**config.mk**
```make
export PLATFORM = sky130hd
export DESIGN_NAME = vsp_timing
export DESIGN_NICKNAME = d
export VERILOG_FILES = /design/src/hdl/vsp_pkg.sv /design/src/hdl/vsp_timing.sv
export SDC_FILE = /design/constraint.sdc
export NUM_CORES = 1
export LEC_CHECK = 0
export BUFFER_PORTS_ARGS = -buffer_cell sky130_fd_sc_hd__buf_2
export CORE_MARGIN = 5
export CORE_UTILIZATION = 34
export CTS_CLUSTER_DIAMETER = 100
export DETAILED_ROUTE_END_ITERATION = 16
export PLACE_DENSITY = 0.53
export RECOVER_POWER = 50
export SLEW_MARGIN = 20
export SYNTH_ARGS = -nofsm -noshare
export SYNTH_HDL_FRONTEND = slang
export SYNTH_SLANG_ARGS = --single-unit
```
**constraint.sdc**
```tcl
create_clock -name CLOCK_IN -period 4.95 [get_ports CLOCK_IN]
set_clock_uncertainty 0.2 [all_clocks]
set_input_delay 0.7425 -clock CLOCK_IN [delete_from_list [all_inputs] [get_ports CLOCK_IN]]
set_output_delay 0.7425 -clock CLOCK_IN [all_outputs]
set_load 0.02 [all_outputs]
```
**src/hdl/vsp_pkg.sv**
```systemverilog
// Constants and types for the valley switching gate timing core
package vsp_pkg;

  localparam int CLK_PERIOD_NS = 100;
  localparam int CNT_W = 16;

  localparam int VALLEY_DELAY_NS = 500;
  localparam int MASK_NS = 2000;
  localparam int SMIN_NS = 8500;
  localparam int EXTRA_NS = 5000;
  localparam int START_NS = 130000;
  localparam int ON_TIME_NS = 5000;
  localparam int KNEE_NS = 1000;
  localparam int RESTART_NS = 1000000;

  localparam logic [CNT_W-1:0] VALLEY_DELAY_CYC =
    CNT_W'((VALLEY_DELAY_NS + CLK_PERIOD_NS - 1) / CLK_PERIOD_NS);
  localparam logic [CNT_W-1:0] MASK_CYC =
    CNT_W'((MASK_NS + CLK_PERIOD_NS - 1) / CLK_PERIOD_NS);
  localparam logic [CNT_W-1:0] SMIN_CYC =
    CNT_W'((SMIN_NS + CLK_PERIOD_NS - 1) / CLK_PERIOD_NS);
  localparam logic [CNT_W-1:0] SMIN_EXTRA_CYC =
    CNT_W'((SMIN_NS + EXTRA_NS + CLK_PERIOD_NS - 1) / CLK_PERIOD_NS);
  localparam logic [CNT_W-1:0] START_CYC =
    CNT_W'((START_NS + CLK_PERIOD_NS - 1) / CLK_PERIOD_NS);
  localparam logic [CNT_W-1:0] ON_TIME_CYC =
    CNT_W'((ON_TIME_NS + CLK_PERIOD_NS - 1) / CLK_PERIOD_NS);
  localparam logic [CNT_W-1:0] KNEE_CYC =
    CNT_W'((KNEE_NS + CLK_PERIOD_NS - 1) / CLK_PERIOD_NS);
  localparam int RESTART_CYC = (RESTART_NS + CLK_PERIOD_NS - 1) / CLK_PERIOD_NS;

  localparam logic RST_GATE = 1'h0;
  localparam logic RST_ENABLED = 1'h0;
  localparam logic RST_FAULT = 1'h0;

  // Comparator outputs from the analog front end
  typedef struct packed {
    logic supply_off;
    logic supply_on;
    logic overvoltage;
    logic arm;
    logic detect;
  } vsp_sense_t;

  typedef enum logic [1:0] {
    ST_IDLE = 2'h0,
    ST_ON = 2'h1,
    ST_WAIT = 2'h3,
    ST_FAULT = 2'h2
  } vsp_state_t;

endpackage

```
**src/hdl/vsp_timing.sv**
```systemverilog
// Valley switching gate timing core with output overvoltage restart
//
// How it works
// [RULE1] A valley pulse follows a falling detect crossing after a fixed delay.
// [RULE2] A crossing gives a pulse only if the sense passed the arm level earlier in that ring.
// [RULE3] A falling crossing no later than the end of the mask interval is ignored.
// [RULE4] With no usable valley the starter interval from the last gate rise starts a pulse.
// [RULE5] During the minimum period after a gate rise no valley may start a gate pulse.
// [RULE6] After the minimum period the first valley pulse starts the next gate pulse.
// [RULE7] Valleys inside the minimum period force a pulse at minimum period plus extra delay.
// [RULE8] A sampled sense above the overvoltage level raises the fault and holds the gate low.
// [RULE9] After an overvoltage stop the core restarts and trips again if the fault persists.
// [RULE10] The core enables above the rising lockout level and disables below the falling one.
// [RULE11] Each gate pulse lasts a fixed on-time with no current based early end.
// [RULE12] The overvoltage comparison is sampled at the knee point after the gate falls.
// [RULE13] The mask starts at the gate fall and all timers count the internal clock.
// [RULE14] While locked out all timers are cleared, while faulted all but the restart timer are, and the gate is held low.

`timescale 1ns/1ps

module vsp_timing #(
  parameter int RESTART_CYCLES = vsp_pkg::RESTART_CYC
) (
  input wire logic CLOCK_IN,
  input wire logic RST_N_IN,
  input wire vsp_pkg::vsp_sense_t SENSE_IN,
  output logic GATE_DRIVE_OUT,
  output logic VALLEY_PULSE_OUT,
  output logic OVP_FAULT_OUT,
  output logic ENABLED_OUT
);

  localparam int CW = vsp_pkg::CNT_W;
  // The restart wait must fit the timer width; longer waits need a wider CNT_W
  localparam logic [CW-1:0] RESTART_LIM = CW'(RESTART_CYCLES);

  vsp_pkg::vsp_sense_t sense_meta;
  vsp_pkg::vsp_sense_t sense_sync;
  logic detect_prev;
  logic fall_cross;

  vsp_pkg::vsp_state_t state;
  vsp_pkg::vsp_state_t next_state;

  logic enabled;
  logic fault;
  logic run;
  logic start;
  logic trigger;

  logic [CW-1:0] period_cnt;
  logic [CW-1:0] on_cnt;
  logic [CW-1:0] fall_cnt;
  logic [CW-1:0] dly_cnt;
  logic [CW-1:0] restart_cnt;

  logic armed;
  logic dly_active;
  logic valley_now;
  logic seen;
  logic mask_over;
  logic smin_over;
  logic knee_hit;

  // True once a counter has reached its limit
  function automatic logic reached(
    input logic [CW-1:0] cnt,
    input logic [CW-1:0] lim
  );
    reached = (cnt >= lim);
  endfunction

  // Comparator outputs are asynchronous to the timer clock
  always_ff @(posedge CLOCK_IN or negedge RST_N_IN) begin
    if (!RST_N_IN) begin
      sense_meta <= '0;
      sense_sync <= '0;
    end else begin
      sense_meta <= SENSE_IN;
      sense_sync <= sense_meta;
    end
  end

  always_ff @(posedge CLOCK_IN or negedge RST_N_IN) begin
    if (!RST_N_IN) begin
      detect_prev <= 1'h0;
    end else begin
      detect_prev <= sense_sync.detect;
    end
  end

  // Detect goes high when the sense drops below its threshold
  // Previous value resets low, the idle level of the comparator, so no false edge
  assign fall_cross = sense_sync.detect & ~detect_prev;

  // Falling level wins so a sagging supply always shuts down
  always_ff @(posedge CLOCK_IN or negedge RST_N_IN) begin
    if (!RST_N_IN) begin
      enabled <= vsp_pkg::RST_ENABLED;
    end else if (sense_sync.supply_off) begin
      enabled <= 1'h0; // [RULE10]
    end else if (sense_sync.supply_on) begin
      enabled <= 1'h1; // [RULE10]
    end
  end

  assign run = enabled & ~fault;

  assign mask_over = fall_cnt > vsp_pkg::MASK_CYC;
  // A valley at the last count of the minimum period may already start a pulse
  assign smin_over = reached(period_cnt, vsp_pkg::SMIN_CYC - 16'h0001);
  assign knee_hit = (state == vsp_pkg::ST_WAIT) && (fall_cnt == vsp_pkg::KNEE_CYC);
  assign valley_now = dly_active && reached(dly_cnt, vsp_pkg::VALLEY_DELAY_CYC);

  // Limits sit one count short: the gate rises on the edge after the trigger,
  // so the period from rise to rise equals the interval itself
  always_comb begin
    trigger = 1'h0;
    if (valley_now && smin_over) begin
      trigger = 1'h1; // [RULE6]
    end
    if (seen && reached(period_cnt, vsp_pkg::SMIN_EXTRA_CYC - 16'h0001)) begin
      trigger = 1'h1; // [RULE7]
    end
    if (reached(period_cnt, vsp_pkg::START_CYC - 16'h0001)) begin
      trigger = 1'h1; // [RULE4]
    end
  end

  // Lockout overrides every state so the gate cannot rise on a sagging supply
  always_comb begin
    next_state = state;
    start = 1'h0;
    case (state)
      vsp_pkg::ST_IDLE: begin
        if (run) begin
          next_state = vsp_pkg::ST_ON;
          start = 1'h1;
        end
      end
      vsp_pkg::ST_ON: begin
        if (reached(on_cnt, vsp_pkg::ON_TIME_CYC - 16'h0001)) begin
          next_state = vsp_pkg::ST_WAIT; // [RULE11]
        end
      end
      vsp_pkg::ST_WAIT: begin
        if (knee_hit && sense_sync.overvoltage) begin
          next_state = vsp_pkg::ST_FAULT; // [RULE8]
        end else if (trigger) begin
          next_state = vsp_pkg::ST_ON;
          start = 1'h1;
        end
      end
      vsp_pkg::ST_FAULT: begin
        if (!fault) begin
          next_state = vsp_pkg::ST_IDLE; // [RULE9]
        end
      end
      default: begin
        next_state = vsp_pkg::ST_IDLE;
      end
    endcase
    if (!enabled) begin
      next_state = vsp_pkg::ST_IDLE; // [RULE14]
      start = 1'h0;
    end
  end

  always_ff @(posedge CLOCK_IN or negedge RST_N_IN) begin
    if (!RST_N_IN) begin
      state <= vsp_pkg::ST_IDLE;
    end else begin
      state <= next_state;
    end
  end

  always_ff @(posedge CLOCK_IN or negedge RST_N_IN) begin
    if (!RST_N_IN) begin
      GATE_DRIVE_OUT <= vsp_pkg::RST_GATE;
    end else begin
      // Follows the next state so the gate rises on the same edge as the valley pulse
      GATE_DRIVE_OUT <= (next_state == vsp_pkg::ST_ON); // [RULE8] [RULE14]
    end
  end

  // Period timer runs from each gate rise and saturates at the starter limit
  always_ff @(posedge CLOCK_IN or negedge RST_N_IN) begin
    if (!RST_N_IN) begin
      period_cnt <= '0;
    end else if (!run) begin
      period_cnt <= '0; // [RULE14]
    end else if (start) begin
      period_cnt <= '0; // [RULE13]
    end else if (!reached(period_cnt, vsp_pkg::START_CYC)) begin
      period_cnt <= period_cnt + 16'h0001;
    end
  end

  always_ff @(posedge CLOCK_IN or negedge RST_N_IN) begin
    if (!RST_N_IN) begin
      on_cnt <= '0;
    end else if (state == vsp_pkg::ST_ON && run) begin
      // Only the count or a lockout ends the pulse; no current sense can cut it short
      on_cnt <= on_cnt + 16'h0001; // [RULE11]
    end else begin
      on_cnt <= '0;
    end
  end

  // Time since the gate fell; feeds both the mask and the knee sample
  always_ff @(posedge CLOCK_IN or negedge RST_N_IN) begin
    if (!RST_N_IN) begin
      fall_cnt <= '0;
    end else if (state != vsp_pkg::ST_WAIT || !run) begin
      fall_cnt <= '0; // [RULE13]
    end else if (!mask_over || fall_cnt <= vsp_pkg::KNEE_CYC) begin
      fall_cnt <= fall_cnt + 16'h0001;
    end
  end

  // Arming is per ring: every falling crossing consumes it
  always_ff @(posedge CLOCK_IN or negedge RST_N_IN) begin
    if (!RST_N_IN) begin
      armed <= 1'h0;
    end else if (state != vsp_pkg::ST_WAIT || !run) begin
      armed <= 1'h0;
    end else if (fall_cross) begin
      armed <= 1'h0; // [RULE2]
    end else if (sense_sync.arm) begin
      armed <= 1'h1; // [RULE2]
    end
  end

  // A new qualified crossing restarts the delay of a pending one
  always_ff @(posedge CLOCK_IN or negedge RST_N_IN) begin
    if (!RST_N_IN) begin
      dly_active <= 1'h0;
      dly_cnt <= '0;
    end else if (state != vsp_pkg::ST_WAIT || !run) begin
      dly_active <= 1'h0;
      dly_cnt <= '0;
    end else if (fall_cross && armed && mask_over) begin
      dly_active <= 1'h1; // [RULE1] [RULE3]
      dly_cnt <= 16'h0001;
    end else if (valley_now) begin
      dly_active <= 1'h0;
      dly_cnt <= '0;
    end else if (dly_active) begin
      dly_cnt <= dly_cnt + 16'h0001; // [RULE1]
    end
  end

  always_ff @(posedge CLOCK_IN or negedge RST_N_IN) begin
    if (!RST_N_IN) begin
      VALLEY_PULSE_OUT <= 1'h0;
    end else begin
      // Shown even when the minimum period blocks it, for outside observation
      VALLEY_PULSE_OUT <= valley_now; // [RULE1]
    end
  end

  // Valleys inside the minimum period only arm the late forced start
  always_ff @(posedge CLOCK_IN or negedge RST_N_IN) begin
    if (!RST_N_IN) begin
      seen <= 1'h0;
    end else if (start || !run) begin
      seen <= 1'h0;
    end else if (valley_now && !smin_over) begin
      seen <= 1'h1; // [RULE5] [RULE7]
    end
  end

  // Knee sample only; a late rise of the sense is not a fault
  always_ff @(posedge CLOCK_IN or negedge RST_N_IN) begin
    if (!RST_N_IN) begin
      fault <= vsp_pkg::RST_FAULT;
      restart_cnt <= '0;
    end else if (!enabled) begin
      fault <= 1'h0; // [RULE14]
      restart_cnt <= '0;
    end else if (!fault) begin
      restart_cnt <= '0;
      if (knee_hit && sense_sync.overvoltage) begin
        fault <= 1'h1; // [RULE8] [RULE12]
      end
    end else if (reached(restart_cnt, RESTART_LIM - 16'h0001)) begin
      fault <= 1'h0; // [RULE9]
      restart_cnt <= '0;
    end else begin
      restart_cnt <= restart_cnt + 16'h0001; // [RULE9]
    end
  end

  always_ff @(posedge CLOCK_IN or negedge RST_N_IN) begin
    if (!RST_N_IN) begin
      OVP_FAULT_OUT <= 1'h0;
      ENABLED_OUT <= 1'h0;
    end else begin
      // Masked by lockout so the fault and enable outputs never disagree
      OVP_FAULT_OUT <= fault & enabled; // [RULE14]
      ENABLED_OUT <= enabled;
    end
  end

endmodule

```
==> metrics.md, run 1 <==
| Metric | Value |
|---|---|
| WP data required | 4.99 ns |
| Place WS | 1.943 ns |
| Top post-synthesis cells by area | dfrtp_1 54%, a211oi_2 4.5%, ha_1 4.2% |
| Clock Latency Late Sink | 0.35 ns |
| H-tree level count | 3 |
| Final worst slack | 1.950 ns |
| Post-DRT Antenna Nets | 0 |
| Die X | 127.9 um |
| Final Util | 38.27% |
| Tot GR Track Use | 11.47% |
| Layout cells sized above 1 | 10.02% |
| Synth warn | 0 |
| Critical path capture point type | flip-flop |
| Crit-path slowest cell | a211o_1 |
| CTS buffer count | 9 |
| Avg WL per Cell | 13.55 um |
| Initial antenna violation count | 0 |
| CP max FO | 20 |
| Crit path DAT | 3.04 ns |
| Root buffer cell | clkbuf_16 |
| Num Clock Sinks | 102 |
| Hold Crit Class | flip-flop to flip-flop |
| Port buffer count | 10 |
| Die Ht | 127.9 um |
| Peak VDD IR | 0.2514 mV |
| Clock transition at path regs | 0.07 ns |
| Pin count of the biggest net entering global routing | 59 |
| Final Hold Fails | 0 |
| Setup Crit Path Kind | flip-flop to flip-flop |
| Cell breakdown of the critical path | or4_1 > nand2b_4 > or4_1 > a211o_1 > o2111a_1 |
| TritonRoute pass-1 iters | 4 |
| Top-area cell type share of the netlist area | 53.97% |
| Max Slew Vio Count | 0 |
| Initial Util | 34.34% |
| Post-synthesis register bit count | 102 |
| CTS max path bufs | 2 |
| Synth cell types | 49 |
| Unrepaired setup endpoints after global routing | no |
| Max incr delay on CP | 0.68 ns |
| Post-route DRC violation count | 0 |
| Avg Cell Area, Syn | 10.85 um^2 |
| Max-cap viol count | 0 |
| Area delta synth->final | 11.46% |
| Leading area contributor after synthesis | dfrtp_1 |
| Fmax | 333.3 MHz |
| CTS tree | built |
| Number of antenna repair diodes | 0 |
| Most frequent cells in the layout | 102 x dfrtp_1, 41 x nor2_1, 27 x inv_1 |
| Slew of the pin with the lowest slew margin | 1.014 ns |
| Most frequent CP cell | or4_1 |
| Final instance area | 5271 um^2 |
| Crit path launch type | flip-flop |
| Cts hold-fix bufs | 0 |
| Crit share post-route | 60.61% |
| Post-CTS Setup Bufs | 0 |
| Pwr Total | 1.664 mW |
| Netlist area before placement | 4730 um^2 |
| GPL Wtd Cong | 0.8643 |
| Dpl hpwl | 5623 um |
| Post-synth EDFFs | 0 |
| Cell Area, Placed | 4951 um^2 |
| PostCTS Resize Cnt | 0 |
| Post-Route WL | 8520 um |
| R2R Setup Slk | 1.95 ns |
| Setup tns final | 0 ns |
| FFs w/ async S/R, synth | 100.0% |
| Core area | 13770 um^2 |
| Fin crit period | 3.000 ns |
| I/O pin count | 11 |
| Run status | finished clean |
| Syn Inst Count | 436 |
| Vias in the first global route | 3151 |
| Main synth FF type | dfrtp_1 |
| First-pass GRT wire length | 15150 um |
| Slew headroom | 32.43% |
| Final setup viols | 0 |
| GRT overflow | 0 |
| Static Leakage | 2.253 nW |
| Via count | 3131 |
| PwrDens | 315.7 nW/um^2 |
| Die ar. | 16370 um^2 |
| Avg Vias per Cell | 4.978 |
| Final net count | 467 |
| Post-synthesis sequential area ratio | 53.97% |
| DRT iter0 DRCs | 256 |
| Commonest non-fill, non-tap cell in the layout | dfrtp_1 |
| Site row count | 43 |
-- critical path, delay by kind of cell, from the launching register on --
family / cells / cell delay, ns
compound gates: 2 / 1.07
simple gates: 3 / 1.25
flops: 1 / 0.37
-- cell usage after synthesis, types with 2 or more instances --
cell and instances:
nor2_1 41, a21boi_0 2, nand2_1 22, nand4_1 10
a211oi_2 17, a21oi_1 12, o21ai_1 2, ha_1 16
o31ai_1 2, o21a_1 3, nor3_1 9, nor4b_1 2
or3_1 5, nor2b_1 5, buf_6 2, and4_1 3
o31a_1 2, o21ai_0 5, and3_1 22, xor2_1 15
clkbuf_1 12, nor4_1 15, nand3_1 18, dfrtp_1 102
or4_1 4, o41ai_1 2, a211o_1 5, and2_1 13
a41oi_1 3, o2111a_1 2, inv_1 27, xnor2_1 19
-- report_power, final --
group,leakage (nW),switching (mW),internal [mW]
sequential,1.39,0.00999,0.844
clock,0.151,0.332,0.403
combinational,0.712,0.0525,0.0227
total,2.25,0.395,1.27
-- cell type report --
cell class,instances,area (um^2)
Clock buffer,9,225.2
Fill cell,1387,8502
Multi-Input combinational cell,292,2017
Sequential cell,102,2552
Inverter,27,101.3
Timing Repair Buffer,12,58.81
Clock inverter,7,91.34
Tap cell,180,225.2
-- cells by family (layout without fill, tap and decap cells) --
group	Yosys count	after routing	synth area share [%]
and+or+nand+nor	173	173	19.42
DFF	102	102	53.97
xor gates and xnor gates	34	34	6.296
other	1	2	0.07929
buffers and inverters	43	55	3.809
AOI/OAI and AO/OA	67	67	12.20
adders and majority gates	16	16	4.233
-- flip-flops by register name (all words and copies together) (netlist names) --
| register | count |
|---|---|
| GATE_DRIVE_OUT | 1 |
| enabled | 1 |
| ENABLED_OUT | 1 |
| OVP_FAULT_OUT | 1 |
| detect_prev | 1 |
| VALLEY_PULSE_OUT | 1 |
| armed | 1 |
| sense_sync | 5 |
| dly_active | 1 |
| sense_meta | 5 |
| state | 2 |
| period_cnt | 16 |
| restart_cnt | 16 |
| fall_cnt | 16 |
| fault | 1 |
| dly_cnt | 16 |
| on_cnt | 16 |
| seen | 1 |
-- metal layers --
layer / track usage [%] / up-vias / part of all wire [%]
li1: - / 1547 / -
met1: 15.14 / 1546 / 50
met2: 17.87 / 33 / 46
met3: 3.542 / 5 / 2.6
met4: 4.057 / 0 / 1.2
met5: 0 / - / 0
-- per-stage QoR --
stage | hold slack [ns] | std cells
finish | 0.1493 | 629
global route | 0.1594 | 629
CTS | 0.1515 | 629
detailed placement | 0.1347 | 613
global placement | 0.1315 | 613
floorplan | 0.1312 | 437
-- final timing paths --
check	start	end	cells past startpoint
worst max-delay path	period_cnt[14]	GATE_DRIVE_OUT	5
max in group asynchronous	RST_N_IN	on_cnt[8]	2
worst min register to register	sense_meta[2]	sense_sync[2]	0
worst max register to register	period_cnt[14]	GATE_DRIVE_OUT	5
worst min-delay path	sense_meta[2]	sense_sync[2]	0
min in group asynchronous	RST_N_IN	period_cnt[9]	1
(Power assumes the default switching activity.)
==> run 2: changes to the inputs <==
- clock period: 4.95 -> 3.1 ns (I/O delays scaled with it)
==> metrics.md, run 2 (synthesized netlist as in run 1, its figures left out) <==
| Metric | Value |
|---|---|
| Run status | finished clean (unchanged) |
| Peak VDD IR | 0.4396 mV (was 0.2514 mV) |
| Tot GR Track Use | 11.70% (was 11.47%) |
| Core area | 13770 um^2 (unchanged) |
| # fillers | 1371 (was 1387) |
| Crit share post-route | 88.00% (was 60.61%) |
| Post-CTS Setup Bufs | 0 (unchanged) |
| Hold Crit Class | primary input to flip-flop (was flip-flop to flip-flop) |
| Die ar. | 16370 um^2 (unchanged) |
| Crit path DAT | 2.77 ns (was 3.04 ns) |
| Final net count | 478 (was 467) |
| Avg WL per Cell | 13.61 um (was 13.55 um) |
| Max Slew Vio Count | 0 (unchanged) |
| WP data required | 3.14 ns (was 4.99 ns) |
| Register Area | 2552 um^2 (unchanged) |
| PostCTS Resize Cnt | 0 (unchanged) |
| Post-DRT Antenna Nets | 0 (unchanged) |
| Site row count | 43 (unchanged) |
| Area delta synth->final | 13.39% (was 11.46%) |
| First-pass GRT wire length | 15560 um (was 15150 um) |
| WHS | 0.02238 ns (was 0.1493 ns) |
| Vias in the first global route | 3279 (was 3151) |
| Static Leakage | 2.311 nW (was 2.253 nW) |
| Critical path capture point type | flip-flop (unchanged) |
| Dpl hpwl | 5945 um (was 5623 um) |
| Unrepaired setup endpoints after global routing | no (unchanged) |
| Place WS | 0.4027 ns (was 1.943 ns) |
| Clock Latency Late Sink | 0.35 ns (about the same) |
| TritonRoute pass-1 iters | 4 (unchanged) |
| Fin crit period | 2.728 ns (was 3.000 ns) |
| I/O pin count | 11 (unchanged) |
| Most frequent cells in the layout | 102 x dfrtp_1, 41 x nor2_1, 27 x inv_1 (unchanged) |
| Cts hold-fix bufs | 1 (was 0) |
| CTS tree | built (unchanged) |
| Max-cap viol count | 0 (unchanged) |
| Setup Crit Path Kind | flip-flop to flip-flop (unchanged) |
| Avg Vias per Cell | 5.006 (was 4.978) |
| Initial antenna violation count | 0 (unchanged) |
| Post-route DRC violation count | 0 (unchanged) |
| GRT overflow | 0 (unchanged) |
| Via count | 3204 (was 3131) |
| CP max FO | 10 (was 20) |
| Initial Util | 34.34% (unchanged) |
| Final setup viols | 0 (unchanged) |
| Commonest non-fill, non-tap cell in the layout | dfrtp_1 (unchanged) |
| Slew headroom | 13.09% (was 32.43%) |
| Post-Route WL | 8712 um (was 8520 um) |
| Crit path launch type | flip-flop (unchanged) |
| Layout cells sized above 1 | 11.74% (was 10.02%) |
| Die Ht | 127.9 um (unchanged) |
| Num Clock Sinks | 102 (unchanged) |
| Fmax | 366.5 MHz (was 333.3 MHz) |
| DRT iter0 DRCs | 185 (was 256) |
| PwrDens | 502.9 nW/um^2 (was 315.7 nW/um^2) |
| CTS buffer count | 9 (unchanged) |
| Clock transition at path regs | 0.07 ns (about the same) |
| GPL Wtd Cong | 0.7858 (was 0.8643) |
| Port buffer count | 10 (unchanged) |
| Number of antenna repair diodes | 0 (unchanged) |
| Final worst slack | 0.3719 ns (was 1.950 ns) |
| Setup tns final | 0 ns (unchanged) |
| H-tree level count | 3 (unchanged) |
| Final Hold Fails | 0 (unchanged) |
| Die X | 127.9 um (unchanged) |
| Pin count of the biggest net entering global routing | 50 (was 59) |
| Area of the multi-input gates | 2009 um^2 (was 2017 um^2) |
| Slew of the pin with the lowest slew margin | 1.304 ns (was 1.014 ns) |
| Root buffer cell | clkbuf_16 (unchanged) |
| CTS max path bufs | 2 (unchanged) |
-- run 2: cell type report --
class	count	area share [%]
clock buffer	9	4.200
timing repair buffer	23	2.800
inverter	27	1.890
clock inverter	7	1.843
sequential	102	47.60
tap	180	4.200
multi-input combinational	292	37.47
-- run 2: final timing paths --
| check | endpoint | slack, ns | depth (start not counted) | start |
|---|---|---|---|---|
| worst max-delay path | GATE_DRIVE_OUT | 0.37 | 6 | period_cnt[14] |
| worst min-delay path | sense_meta[0] | 0.02 | 1 | SENSE_IN[0] |
| worst max register to register | GATE_DRIVE_OUT | 0.37 | 6 | period_cnt[14] |
| worst min register to register | sense_sync[2] | 0.15 | 0 | sense_meta[2] |
| max in group asynchronous | restart_cnt[12] | 1.06 | 3 | RST_N_IN |
| min in group asynchronous | period_cnt[0] | 0.75 | 2 | RST_N_IN |
-- run 2: per-layer routing --
layer  part of all wire, %  track usage, %  up-vias
met5                     0               0        -
met4                   2.5           5.868        0
met3                   3.1           2.500       17
met2                    45           17.87       43
met1                    49           15.74     1567
li1                      -               -     1577
-- run 2: per-stage QoR --
stage          power, mW  cells  util, %  area (um^2)
3_3_place_gp       1.515    623    36.58         5039
2_1_floorplan      1.455    437        -         4733
3_5_place_dp       1.518    623    36.58         5039
5_1_grt            2.813    640    38.94         5363
6_report           2.697    640    38.94         5363
4_1_cts            2.750    640    39.01         5373
-- run 2: worst max-delay path, cell delays in order (launching register included) --
cell	delay, ns
dfrtp_1	0.38
or4_1	0.56
nand2b_4	0.21
or4_1	0.51
a211o_1	0.32
buf_4	0.19
o2111a_1	0.25
-- run 2: report_power, final --
part           internal (mW)  switching (mW)  leakage (nW)
Sequential              1.35          0.0155          1.39
Clock                  0.710           0.500         0.156
Combinational         0.0406          0.0836         0.765
Total                   2.10           0.599          2.31
